--- config.mk ---
export PLATFORM = sky130hd
export DESIGN_NAME = sbcsf_control
export DESIGN_NICKNAME = d
export VERILOG_FILES = /design/src/design/sbcsf_pkg.sv /design/src/design/sbcsf_control.sv
export VERILOG_INCLUDE_DIRS = /design/src /design/src/design
export SDC_FILE = /design/constraint.sdc
export NUM_CORES = 1
export LEC_CHECK = 0
export ABC_AREA = 1
export BUFFER_PORTS_ARGS = -buffer_cell sky130_fd_sc_hd__clkbuf_2
export CORE_ASPECT_RATIO = 0.8
export CORE_UTILIZATION = 49
export DETAILED_ROUTE_END_ITERATION = 6
export PLACE_DENSITY_LB_ADDON = 0.1
export REMOVE_ABC_BUFFERS = 1
export SYNTH_ARGS = -nofsm -noshare
export SYNTH_HDL_FRONTEND = slang
export SYNTH_SLANG_ARGS = --single-unit
export TNS_END_PERCENT = 30
--- constraint.sdc ---
create_clock -name clk_sys -period 2 [get_ports clk_sys]
set_input_delay 0.4 -clock clk_sys [delete_from_list [all_inputs] [get_ports clk_sys]]
set_output_delay 0.4 -clock clk_sys [all_outputs]
set_load 0.01 [all_outputs]
--- src/design/sbcsf_defs.svh ---
// Purpose: constants for the serial bus control and status flag block
// Assumes: APB slave with 32-bit data, one register per aligned word
// Notes:   the control register byte sits in the low bits of its word
//
// Overview of operation
// - Master bit sets on generated START, clears on generated STOP or lost arbitration.
// - Transmit bit sets on START generated or early data write; clears otherwise.
// - Start flag sets after START plus address received; only software clears it.
// - Writing one to start flag makes the block master and requests START.
// - Writing one to stop flag as master schedules STOP after next acknowledge.
// - Stop flag reads pending STOP as master, detected STOP as slave.
// - Stop flag sets on STOP detected as addressed slave or lost to STOP.
// - Without hardware acknowledge, request flag sets per received byte, clears after acknowledge.
// - Arbitration lost on unexpected repeated START as master with start flag low.
// - Arbitration lost when clock line low while producing STOP or repeated START.
// - Arbitration lost when data line low while driving one, except acknowledge.
// - Arbitration-lost flag clears when software clears the interrupt flag, unless a loss occurs in that same cycle.
// - Acknowledge bit follows received acknowledge: low sets, high clears.
// - Software acknowledge write selects outgoing value: zero NACK, one ACK.
// - Interrupt flag sets on START, arbitration loss, byte done, address, STOP.
// - While interrupt flag set, clock line held low; only software clears it.
// - Writing zero clears interrupt and steps state machine; one forces interrupt.
// - Control register at offset 0xC0, bit writable singly, resets to zero; the APB port here writes its bits only together as a whole word.
// - Start and stop both set as master give STOP then START.
// - Clearing interrupt without acknowledge write sends NACK in software mode.
`ifndef SBCSF_DEFS_SVH
`define SBCSF_DEFS_SVH

`define SBCSF_ADDR_CTRL     8'hC0
`define SBCSF_ADDR_EVENT    8'hC4
`define SBCSF_ADDR_CFG      8'hC8
`define SBCSF_ADDR_TXDATA   8'hCC
`define SBCSF_CTRL_RESET    8'h00
`define SBCSF_BIT_MASTER    7
`define SBCSF_BIT_TRANSMIT_DIRECTION_FLAG    6
`define SBCSF_BIT_START     5
`define SBCSF_BIT_STOP      4
`define SBCSF_BIT_ACK_REQUEST_FLAG     3
`define SBCSF_BIT_ARBITRATION_LOST_FLAG   2
`define SBCSF_BIT_ACK       1
`define SBCSF_BIT_INT       0
`define SBCSF_EV_START_GEN  0
`define SBCSF_EV_STOP_GEN   1
`define SBCSF_EV_START_DET  2
`define SBCSF_EV_STOP_DET   3
`define SBCSF_EV_ADDR_RX    4
`define SBCSF_EV_BYTE_RX    5
`define SBCSF_EV_BYTE_TX    6
`define SBCSF_EV_ACK_DONE   7
`define SBCSF_EV_WIDTH      8
`define SBCSF_CFG_HWACK     0
`define SBCSF_CFG_SLAVE     1
`define SBCSF_ZERO32        32'h0000_0000

`endif

--- src/design/sbcsf_pkg.sv ---
// Purpose: shared types for the serial bus control and status flag block
// Assumes: constants live in sbcsf_defs.svh
// Notes:   states of the condition sequencer
package sbcsf_pkg;
    typedef enum logic [2:0] {
        SBCSF_IDLE,
        SBCSF_GEN_STOP,
        SBCSF_GEN_START,
        SBCSF_XFER
    } sbcsf_seq_t;
endpackage : sbcsf_pkg

--- src/design/sbcsf_control.sv ---
// Purpose: control register, flag logic and bus condition sequencer
// Assumes: bit-level shifter and address match sit outside; they report events
// Notes:   event inputs are one-cycle pulses on clk_sys
//
// The APB register port was chosen for this implementation.
`timescale 1ns/1ps
`include "sbcsf_defs.svh"

module sbcsf_control
    import sbcsf_pkg::*;
(
    input  wire logic        clk_sys,
    input  wire logic        rst,
    // apb slave
    input  wire logic        psel,
    input  wire logic        penable,
    input  wire logic        pwrite,
    input  wire logic [7:0]  paddr,
    input  wire logic [31:0] pwdata,
    output logic      [31:0] prdata,
    output logic             pready,
    output logic             pslverr,
    // bus line samples
    input  wire logic        sclIn,
    input  wire logic        sdaIn,
    input  wire logic        sdaDriveOne,
    input  wire logic        ackBitPhase,
    // clock line hold: open drain, enable pulls low
    output logic             sclOut,
    output logic             sclOe,
    // outgoing acknowledge value for the shifter
    output logic             ackOutValue,
    // condition requests to the line driver
    output logic             genStartReq,
    output logic             genStopReq,
    output logic             interruptLevel
);

    // ------------------------------------------------------------
    // apb decode
    // ------------------------------------------------------------
    logic        access;
    logic        wrCtrl;
    logic        wrEvent;
    logic        wrCfg;
    logic        wrData;
    logic        mapped;

    // an access completes in its first access cycle
    assign access  = psel && penable;
    assign wrCtrl  = access && pwrite && (paddr == `SBCSF_ADDR_CTRL);
    assign wrEvent = access && pwrite && (paddr == `SBCSF_ADDR_EVENT);
    assign wrCfg   = access && pwrite && (paddr == `SBCSF_ADDR_CFG);
    assign wrData  = access && pwrite && (paddr == `SBCSF_ADDR_TXDATA);
    assign mapped  = (paddr == `SBCSF_ADDR_CTRL) || (paddr == `SBCSF_ADDR_EVENT)
                  || (paddr == `SBCSF_ADDR_CFG)  || (paddr == `SBCSF_ADDR_TXDATA);

    // ------------------------------------------------------------
    // state
    // ------------------------------------------------------------
    logic        master_r;
    logic        transmit_direction_flag_r;
    logic        start_r;
    logic        stop_r;
    logic        ackReq_r;
    logic        arbitration_lost_flag_r;
    logic        ack_r;
    logic        int_r;
    logic        ackWritten_r;
    logic        hwAck_r;
    logic        slaveAddressed_r;
    logic        dataWritten_r;
    logic        stepPulse_r;
    logic [`SBCSF_EV_WIDTH-1:0] events_r;
    sbcsf_seq_t  seq_r;

    // events as written by the bit engine through the event port
    logic evStartGen;
    logic evStopGen;
    logic evStartDet;
    logic evStopDet;
    logic evAddrRx;
    logic evByteRx;
    logic evByteTx;
    logic evAckDone;

    // event pulses come from writes to the event port
    always_ff @(posedge clk_sys) begin
        if (rst) begin
            events_r <= '0;
        end else if (wrEvent) begin
            events_r <= pwdata[`SBCSF_EV_WIDTH-1:0];
        end else begin
            events_r <= '0;
        end
    end

    assign evStartGen = events_r[`SBCSF_EV_START_GEN];
    assign evStopGen  = events_r[`SBCSF_EV_STOP_GEN];
    assign evStartDet = events_r[`SBCSF_EV_START_DET];
    assign evStopDet  = events_r[`SBCSF_EV_STOP_DET];
    assign evAddrRx   = events_r[`SBCSF_EV_ADDR_RX];
    assign evByteRx   = events_r[`SBCSF_EV_BYTE_RX];
    assign evByteTx   = events_r[`SBCSF_EV_BYTE_TX];
    assign evAckDone  = events_r[`SBCSF_EV_ACK_DONE];

    // ------------------------------------------------------------
    // arbitration loss sources
    // ------------------------------------------------------------
    logic lostRepStart;
    logic lostSclLow;
    logic lostSdaLow;
    logic lostStop;
    logic arbLoss;
    logic intClear;

    assign lostRepStart = master_r && !start_r && evStartDet && (seq_r == SBCSF_XFER);
    assign lostSclLow   = ((seq_r == SBCSF_GEN_STOP) || (seq_r == SBCSF_GEN_START)) && !sclIn;
    assign lostSdaLow   = sdaDriveOne && !sdaIn && !ackBitPhase && (seq_r != SBCSF_IDLE);
    assign lostStop     = master_r && evStopDet && !evStopGen;
    assign arbLoss      = lostRepStart || lostSclLow || lostSdaLow || lostStop;
    assign intClear     = wrCtrl && !pwdata[`SBCSF_BIT_INT];

    // configuration: hardware acknowledge enable and slave addressed status
    always_ff @(posedge clk_sys) begin
        if (rst) begin
            hwAck_r          <= 1'b0;
            slaveAddressed_r <= 1'b0;
        end else if (wrCfg) begin
            hwAck_r          <= pwdata[`SBCSF_CFG_HWACK];
            slaveAddressed_r <= pwdata[`SBCSF_CFG_SLAVE];
        end
    end

    // data register written since the last START, generated or detected
    always_ff @(posedge clk_sys) begin
        if (rst) begin
            dataWritten_r <= 1'b0;
        end else if (wrData) begin
            dataWritten_r <= 1'b1;
        end else if (evStartGen || evStartDet) begin
            dataWritten_r <= 1'b0;
        end
    end

    // ------------------------------------------------------------
    // control register bits
    // ------------------------------------------------------------
    // master indicator
    always_ff @(posedge clk_sys) begin
        if (rst) begin
            master_r <= 1'b0;
        end else if (evStartGen) begin
            master_r <= 1'b1;
        end else if (evStopGen || arbLoss) begin
            master_r <= 1'b0;
        end
    end

    // transmit direction indicator
    always_ff @(posedge clk_sys) begin
        if (rst) begin
            transmit_direction_flag_r <= 1'b0;
        end else if (evStartGen) begin
            transmit_direction_flag_r <= 1'b1;
        end else if (evStartDet || arbLoss) begin
            transmit_direction_flag_r <= 1'b0;
        end else if (evAddrRx || evAckDone) begin
            transmit_direction_flag_r <= dataWritten_r;
        end
    end

    // start flag: hardware sets, software alone clears
    always_ff @(posedge clk_sys) begin
        if (rst) begin
            start_r <= 1'b0;
        end else if (evAddrRx) begin
            start_r <= 1'b1;
        end else if (wrCtrl) begin
            start_r <= pwdata[`SBCSF_BIT_START];
        end
    end

    // stop flag: pending stop as master, detected stop as slave
    always_ff @(posedge clk_sys) begin
        if (rst) begin
            stop_r <= 1'b0;
        end else if ((evStopDet && slaveAddressed_r) || (lostStop)) begin
            stop_r <= 1'b1;
        end else if (evStopGen) begin
            stop_r <= 1'b0;
        end else if (wrCtrl) begin
            stop_r <= pwdata[`SBCSF_BIT_STOP] && (master_r || start_r);
        end
    end

    // acknowledge request: only in software acknowledge mode
    always_ff @(posedge clk_sys) begin
        if (rst) begin
            ackReq_r <= 1'b0;
        end else if (evByteRx && !hwAck_r) begin
            ackReq_r <= 1'b1;
        end else if (evAckDone) begin
            ackReq_r <= 1'b0;
        end
    end

    // arbitration lost: set wins over the clear that follows software
    always_ff @(posedge clk_sys) begin
        if (rst) begin
            arbitration_lost_flag_r <= 1'b0;
        end else if (arbLoss) begin
            arbitration_lost_flag_r <= 1'b1;
        end else if (intClear) begin
            arbitration_lost_flag_r <= 1'b0;
        end
    end

    // acknowledge bit: received value or software choice
    always_ff @(posedge clk_sys) begin
        if (rst) begin
            ack_r <= 1'b0;
        end else if (evByteTx) begin
            ack_r <= !sdaIn;
        end else if (wrCtrl) begin
            ack_r <= pwdata[`SBCSF_BIT_ACK];
        end
    end

    // track whether software chose the acknowledge since the last received byte
    always_ff @(posedge clk_sys) begin
        if (rst) begin
            ackWritten_r <= 1'b0;
        end else if (evByteRx) begin
            ackWritten_r <= 1'b0;
        end else if (wrCtrl && pwdata[`SBCSF_BIT_INT]) begin
            ackWritten_r <= 1'b1;
        end
    end

    // interrupt flag: START generated, arbitration loss, byte, address or addressed-slave STOP sets it, set wins over software clear
    always_ff @(posedge clk_sys) begin
        if (rst) begin
            int_r <= 1'b0;
        end else if (evStartGen || arbLoss || evByteTx || evByteRx || evAddrRx
                     || (evStopDet && slaveAddressed_r)) begin
            int_r <= 1'b1;
        end else if (wrCtrl) begin
            int_r <= pwdata[`SBCSF_BIT_INT];
        end
    end

    // one-cycle step pulse when software releases the interrupt
    always_ff @(posedge clk_sys) begin
        if (rst) begin
            stepPulse_r <= 1'b0;
        end else begin
            stepPulse_r <= intClear && int_r;
        end
    end

    // ------------------------------------------------------------
    // condition sequencer
    // ------------------------------------------------------------
    always_ff @(posedge clk_sys) begin
        if (rst) begin
            seq_r <= SBCSF_IDLE;
        end else if (arbLoss) begin
            seq_r <= SBCSF_IDLE;
        end else begin
            unique case (seq_r)
                SBCSF_IDLE: begin
                    if (start_r && !int_r) begin
                        seq_r <= SBCSF_GEN_START;
                    end
                end
                SBCSF_GEN_START: begin
                    if (evStartGen) begin
                        seq_r <= SBCSF_XFER;
                    end
                end
                SBCSF_XFER: begin
                    if (stepPulse_r && stop_r && master_r) begin
                        seq_r <= SBCSF_GEN_STOP;
                    end else if (stepPulse_r && start_r && master_r) begin
                        seq_r <= SBCSF_GEN_START;
                    end
                end
                SBCSF_GEN_STOP: begin
                    if (evStopGen) begin
                        seq_r <= start_r ? SBCSF_GEN_START : SBCSF_IDLE;
                    end
                end
            endcase
        end
    end

    // ------------------------------------------------------------
    // registered outputs
    // ------------------------------------------------------------
    always_ff @(posedge clk_sys) begin
        if (rst) begin
            sclOut         <= 1'b0;
            sclOe          <= 1'b0;
            genStartReq    <= 1'b0;
            genStopReq     <= 1'b0;
            ackOutValue    <= 1'b0;
            interruptLevel <= 1'b0;
        end else begin
            sclOut         <= 1'b0;
            sclOe          <= int_r;
            genStartReq    <= (seq_r == SBCSF_GEN_START) && !int_r;
            genStopReq     <= (seq_r == SBCSF_GEN_STOP);
            ackOutValue    <= ack_r && (hwAck_r || ackWritten_r || !ackReq_r);
            interruptLevel <= int_r;
        end
    end

    // apb answer, one wait-free access phase
    always_ff @(posedge clk_sys) begin
        if (rst) begin
            prdata  <= `SBCSF_ZERO32;
            pready  <= 1'b0;
            pslverr <= 1'b0;
        end else begin
            pready  <= psel && !penable;
            pslverr <= psel && !penable && !mapped;
            prdata  <= `SBCSF_ZERO32;
            if (psel && !penable && !pwrite && (paddr == `SBCSF_ADDR_CTRL)) begin
                prdata <= {24'h00_0000, master_r, transmit_direction_flag_r, start_r, stop_r,
                           ackReq_r, arbitration_lost_flag_r, ack_r, int_r};
            end else if (psel && !penable && !pwrite && (paddr == `SBCSF_ADDR_CFG)) begin
                prdata <= {30'h0000_0000, slaveAddressed_r, hwAck_r};
            end
        end
    end

endmodule : sbcsf_control

==> flow_summary.json, run 1 <==
{
  "synth_edf_count": 0,
  "antenna_found_initial": 0,
  "synthTopCellsByArea": "dfxtp_1 (41%), buf_4 (11%), inv_1 (9.4%)",
  "yosysTopAreaCellShare_pct": 41.14,
  "dp_hpwl_mm": 2.626,
  "switchingPower_w": 0.0003912,
  "synthesis.area_sq_um": 1800,
  "cts_tree": "built",
  "synth_area_per_cell_sq_um": 7.440,
  "use_met1_pct": 27.19,
  "synth-seq-cells": 37,
  "peakVddDrop_mv": 0.6225,
  "regToRegSetupSlack_ns": 0.46,
  "drc_errors": 0,
  "grt_usage_pct": 19.37,
  "gp_congestion": 0.8222,
  "combPwrFrac_pct": 10.7,
  "top_regs": "events_r x8, prdata x8, seq_r x2",
  "final_util_pct": 59.23,
  "grt_busiest_layer": "met2",
  "tns_ns": 0,
  "clockBufferDepth": 2,
  "ios": 89,
  "io_buffers": 39,
  "synthFlopType": "dfxtp_1",
  "finalHoldViolCount": 0,
  "clkSinkCount": 37,
  "drt_first_pass_iters": 4,
  "drv_cap": 0,
  "antenna_left": 0,
  "rows": 19,
  "slew_viol_final": 0,
  "grt.overflow.total": 0,
  "crit_type": "flop to flop",
  "routedWlPerCell_um": 10.39,
  "endpoint_kind": "flop",
  "syn_to_final_growth_pct": 14.18,
  "drive_above_1_share_pct": 22.73,
  "seqPwrFrac_pct": 47.5,
  "diodes": 0,
  "fp.coreArea_sq_um": 3471,
  "switching_share_pct": 24.33,
  "dieArea_sq_um": 3922,
  "initial_core_util_pct": 51.87,
  "nets": 338,
  "detail_route.vias_per_cell": 4.473,
  "grt_pass1_vias": 1285,
  "cp_cell_sequence": "inv_1 > ha_1 > inv_1 > nor2_1 > nor2_1 > nand3_2 > nor2_2 > a21boi_2",
  "synth.distinct_cells": 28,
  "p_leak_nw": 1.046,
  "grtUsageMet2_pct": 28.43,
  "clkTransAtPathRegs_ns": 0.07,
  "die_w_um": 69.77,
  "slowest_delay_ns": 0.40,
  "drt-total-wl_mm": 3.407,
  "yosysSeqAreaShare_pct": 41.14,
  "synth.most_common_cell": "inv_1",
  "cts-root-buf": "clkbuf_8",
  "synth_area_leader_cell": "dfxtp_1",
  "power.density_nw_per_um2": 782.3,
  "critPathRequiredTime_ns": 2.23,
  "cp-start-kind": "flop",
  "hold_class": "primary input to flop",
  "setup_viol": 0,
  "cts_resized": 0,
  "use_met3_pct": 5.978,
  "synthCells": 242,
  "cts_setup_buffers": 0,
  "whs_ns": 0.3019,
  "clk_latency_ns": 0.29,
  "vias": 1467,
  "cts_buffers": 5,
  "fmax_mhz": 648.5,
  "die_h_um": 56.22,
  "synth_common_cells": "inv_1 (45), dfxtp_1 (37), nor2_1 (32), nand2_1 (31), buf_4 (26)",
  "final.period_utilization_pct": 77.11,
  "rsz0062_at_grt": "false",
  "finalCriticalPeriod_ns": 1.542,
  "outcome": "finished clean",
  "crit_path_max_fanout": 5,
  "internal_power_w": 0.001217,
  "pwr-share-clk_pct": 41.8,
  "yosysWarnings": 0,
  "fin_skew_ns": 0.004663,
  "synth_async_sr_flop_share_pct": 0,
  "first_iter_violations": 62,
  "cts_htree_levels": 2,
  "slowest_stage": "dfxtp_1",
  "cts_hold_buffers": 0,
  "grt_max_degree": 14,
  "arrival_ns": 1.77,
  "grt_pass1_wl_mm": 5.851
}
==> power by group through the flow <==
stage	clock [W]	sequential (W)	combinational [W]
after floorplan	0	0.000782	0.000108
after global placement	0	0.000782	0.000169
after detailed placement	0	0.000781	0.000170
after CTS	0.000679	0.000764	0.000171
after global routing	0.000717	0.000766	0.000199
final	0.000672	0.000764	0.000172
==> worst max-delay path, delay by kind of cell, from the launching register on <==
| kind | cells | cell delay, ns |
|---|---|---|
| buf+inv | 2 | 0.17 |
| simple gates | 4 | 0.43 |
| compound gates | 1 | 0.17 |
| flops | 1 | 0.40 |
| fa+ha+maj | 1 | 0.30 |
==> routing by layer <==
metal / share of wire, % / routed length [um] / vias up
met2: 42 / 1425 / 48
met5: 0 / 0 / -
met1: 52 / 1770 / 628
met3: 5.4 / 185 / 4
met4: 0.73 / 25 / 0
li1: - / - / 787
==> placed cells by master, fill, tap and decap left out <==
| master | Yosys | final |
|---|---|---|
| nor2_1 | 32 | 32 |
| clkinvlp_4 | 0 | 1 |
| inv_2 | 3 | 3 |
| or2_2 | 1 | 1 |
| nor2_2 | 3 | 3 |
| ha_1 | 4 | 4 |
| nand3_1 | 17 | 17 |
| a21boi_2 | 1 | 1 |
| clkbuf_8 | 0 | 6 |
| nand2_1 | 31 | 31 |
| o21ai_1 | 2 | 2 |
| o41ai_1 | 1 | 1 |
| o22ai_1 | 2 | 2 |
| nor2_4 | 1 | 1 |
| nor3_4 | 1 | 1 |
| nand2_2 | 3 | 3 |
| buf_4 | 26 | 1 |
| nand3_2 | 4 | 4 |
| nor3_1 | 1 | 1 |
| dfxtp_1 | 37 | 37 |
| a311oi_1 | 1 | 1 |
| nand4_1 | 7 | 7 |
| nor4_1 | 1 | 1 |
| bufinv_16 | 0 | 1 |
| conb_1 | 1 | 25 |
| clkbuf_2 | 0 | 39 |
| a21oi_1 | 9 | 9 |
| o21ai_0 | 5 | 5 |
| inv_1 | 45 | 45 |
| a31oi_1 | 1 | 1 |
==> path summary, 6_finish.rpt <==
check / startpoint / to / cells after the start
setup / recovery: seq_r[0] / seq_r[0] / 8
hold / removal: pwdata[6] / events_r[6] / 3
setup reg to reg: seq_r[0] / seq_r[0] / 8
hold reg to reg: arbitration_lost_flag_r / prdata[2] / 2
==> kinds of logic (layout without fill, tap and decap cells) <==
| kind of cell | after synthesis | in the layout | share of synthesized area, % |
|---|---|---|---|
| buffers and inverters | 76 | 96 | 21.68 |
| adder cells (fa/ha/maj) | 4 | 4 | 2.780 |
| AND/OR/NAND/NOR | 102 | 102 | 27.10 |
| other | 1 | 25 | 0.2083 |
| AO/OA/AOI/OAI | 22 | 22 | 7.088 |
| flip-flops | 37 | 37 | 41.14 |
==> area by class of cell <==
| type | instances | area [sq um] |
|---|---|---|
| inverters | 48 | 180.2 |
| multi-input cells | 153 | 759.5 |
| clock inverters | 2 | 37.54 |
| repair buffers | 40 | 202.7 |
| clock buffers | 6 | 82.58 |
| fillers | 336 | 1415 |
| flip-flops and latches | 37 | 740.7 |
| well taps | 42 | 52.55 |
==> metrics by stage <==
stage	worst slack (ns)	cell area [sq um]	cells	power, W
after floorplan	0.6452	1680	238	0.0008900
after global routing	0.3292	2056	328	0.001682
after detailed placement	0.4827	1936	320	0.0009516
final	0.4579	2056	328	0.001608
after global placement	0.4617	1936	320	0.0009503
after CTS	0.4643	2056	328	0.001615
Power figures use the tool's default switching activity.
==> run 2: changes to the inputs <==
--- a/config.mk
+++ b/config.mk
@@ -9,7 +9,7 @@
 export ABC_AREA = 1
 export BUFFER_PORTS_ARGS = -buffer_cell sky130_fd_sc_hd__clkbuf_2
 export CORE_ASPECT_RATIO = 0.8
-export CORE_UTILIZATION = 49
+export CORE_UTILIZATION = 45
 export DETAILED_ROUTE_END_ITERATION = 6
 export PLACE_DENSITY_LB_ADDON = 0.1
 export REMOVE_ABC_BUFFERS = 1
==> constraint.sdc (replaced) <==
create_clock -name clk_sys -period 1.52 [get_ports clk_sys]
set_input_delay 0.304 -clock clk_sys [delete_from_list [all_inputs] [get_ports clk_sys]]
set_output_delay 0.304 -clock clk_sys [all_outputs]
set_load 0.01 [all_outputs]
==> flow_summary.json, run 2 (synthesized netlist as in run 1, its figures left out) <==
{
  "outcome": "finished clean",
  "diodes": 0,
  "finalHoldViolCount": 0,
  "crit_type": "flop to flop",
  "grt_max_degree": 14,
  "initial_core_util_pct": 47.34,
  "tns_ns": 0,
  "final_area_sq_um": 2102,
  "first_iter_violations": 69,
  "final_util_pct": 55.26,
  "crit_path_max_fanout": 4,
  "drive_above_1_share_pct": 24.57,
  "routedWlPerCell_um": 10.27,
  "syn_to_final_growth_pct": 16.75,
  "fillerInstances": 410,
  "setup_viol": 0,
  "clockBufferDepth": 2,
  "antenna_found_initial": 0,
  "slew_viol_final": 0,
  "grt_usage_pct": 18.27,
  "dieArea_sq_um": 4260,
  "drt_first_pass_iters": 4,
  "power.density_nw_per_um2": 1015,
  "drc_errors": 0,
  "cp-start-kind": "flop",
  "fmax_mhz": 718.6,
  "endpoint_kind": "flop",
  "fin_skew_ns": 0.004525,
  "detail_route.vias_per_cell": 4.337,
  "cts_tree": "built",
  "clkTransAtPathRegs_ns": 0.07,
  "finalCriticalPeriod_ns": 1.392,
  "io_buffers": 39,
  "die_w_um": 72.72,
  "arrival_ns": 1.62,
  "dpl.cell_count": 336,
  "place_area_sq_um": 1974,
  "fp.coreArea_sq_um": 3804,
  "rsz0062_at_grt": "false",
  "cts-root-buf": "clkbuf_8",
  "drv_cap": 0,
  "cts_buffers": 5,
  "die_h_um": 58.58,
  "p_leak_nw": 1.066,
  "mostFrequentLayoutCell": "inv_1",
  "grt_pass1_vias": 1281,
  "stdcell_count": 344,
  "peakVddDrop_mv": 0.5592,
  "hold_class": "primary input to flop",
  "final_cell_mix": "inv_1 (44), clkbuf_2 (39), dfxtp_1 (36), nand2_1 (31), nor2_1 (30)",
  "cts_htree_levels": 2,
  "cts_setup_buffers": 0,
  "grt.overflow.total": 0,
  "dp_hpwl_mm": 2.745,
  "final.period_utilization_pct": 91.55,
  "clk_latency_ns": 0.29,
  "gp_congestion": 0.7939,
  "drt-total-wl_mm": 3.534,
  "critPathRequiredTime_ns": 1.75,
  "rows": 20,
  "nets": 341,
  "vias": 1492,
  "top_regs": "events_r x8, prdata x8, seq_r x2",
  "grt_pass1_wl_mm": 5.740,
  "clkSinkCount": 37,
  "antenna_left": 0,
  "ios": 89
}
==> run 2: worst max-delay path, stage by stage (launching register included) <==
cell and delay (ns):
dfxtp_1 0.33, inv_1 0.07, ha_1 0.27, inv_1 0.05, nor2_1 0.03, nor2_1 0.10
nand3_2 0.13, nor2_4 0.17, nand2_1 0.06, nor2_1 0.10
==> run 2: path summary, 6_finish.rpt <==
path                                              start           to  slack (ns)  depth (start not counted)
worst max-delay path                           seq_r[1]     seq_r[1]        0.13                          9
worst min-delay path                          pwdata[7]  events_r[7]        0.20                          3
worst max register to register                 seq_r[1]     seq_r[1]        0.13                          9
worst min register to register  arbitration_lost_flag_r    prdata[2]        0.45                          2
==> run 2: layout make-up <==
cell class / instances / area, sq um / share of cell area, %
repair buffers: 43 / 225.2 / 10.71
inverters: 48 / 180.2 / 8.571
well taps: 55 / 68.82 / 3.274
clock inverters: 1 / 30.03 / 1.429
flip-flops and latches: 37 / 742.0 / 35.30
multi-input cells: 153 / 769.5 / 36.61
clock buffers: 7 / 86.33 / 4.107
==> run 2: repair_timing <==
| action | 4_1_cts | 5_1_grt |
|---|---|---|
| setup endpoints to repair | 0 | 5 |
| resized for setup | 0 | 5 |
| hold endpoints to repair | 0 | 0 |
| hold buffers | 0 | 0 |
==> run 2: per-layer routing <==
layer / track usage, % / wire, um / part of all wire (%) / up-vias
met5: 0 / 0 / 0 / -
met4: 8.403 / 44 / 1.2 / 0
met3: 4.966 / 272 / 7.7 / 5
met2: 27.50 / 1416 / 40 / 59
met1: 24.54 / 1801 / 51 / 639
li1: - / - / - / 789
==> run 2: through the flow <==
| step | total power [W] | hold slack, ns | setup WS, ns |
|---|---|---|---|
| 5_1_grt | 0.002215 | 0.1997 | 0.003307 |
| 4_1_cts | 0.002136 | 0.1951 | 0.06740 |
| 3_5_place_dp | 0.001263 | 0.4401 | 0.08666 |
| 2_1_floorplan | 0.001171 | 0.3731 | 0.1652 |
| 3_3_place_gp | 0.001262 | 0.4411 | 0.08782 |
| 6_report | 0.002134 | 0.2022 | 0.1284 |
==> run 2: where the power goes <==
part	total, W	internal, W	switching [W]
registers	0.00100	0.000990	0.0000104
clock network	0.000883	0.000535	0.000348
logic	0.000251	0.0000901	0.000161
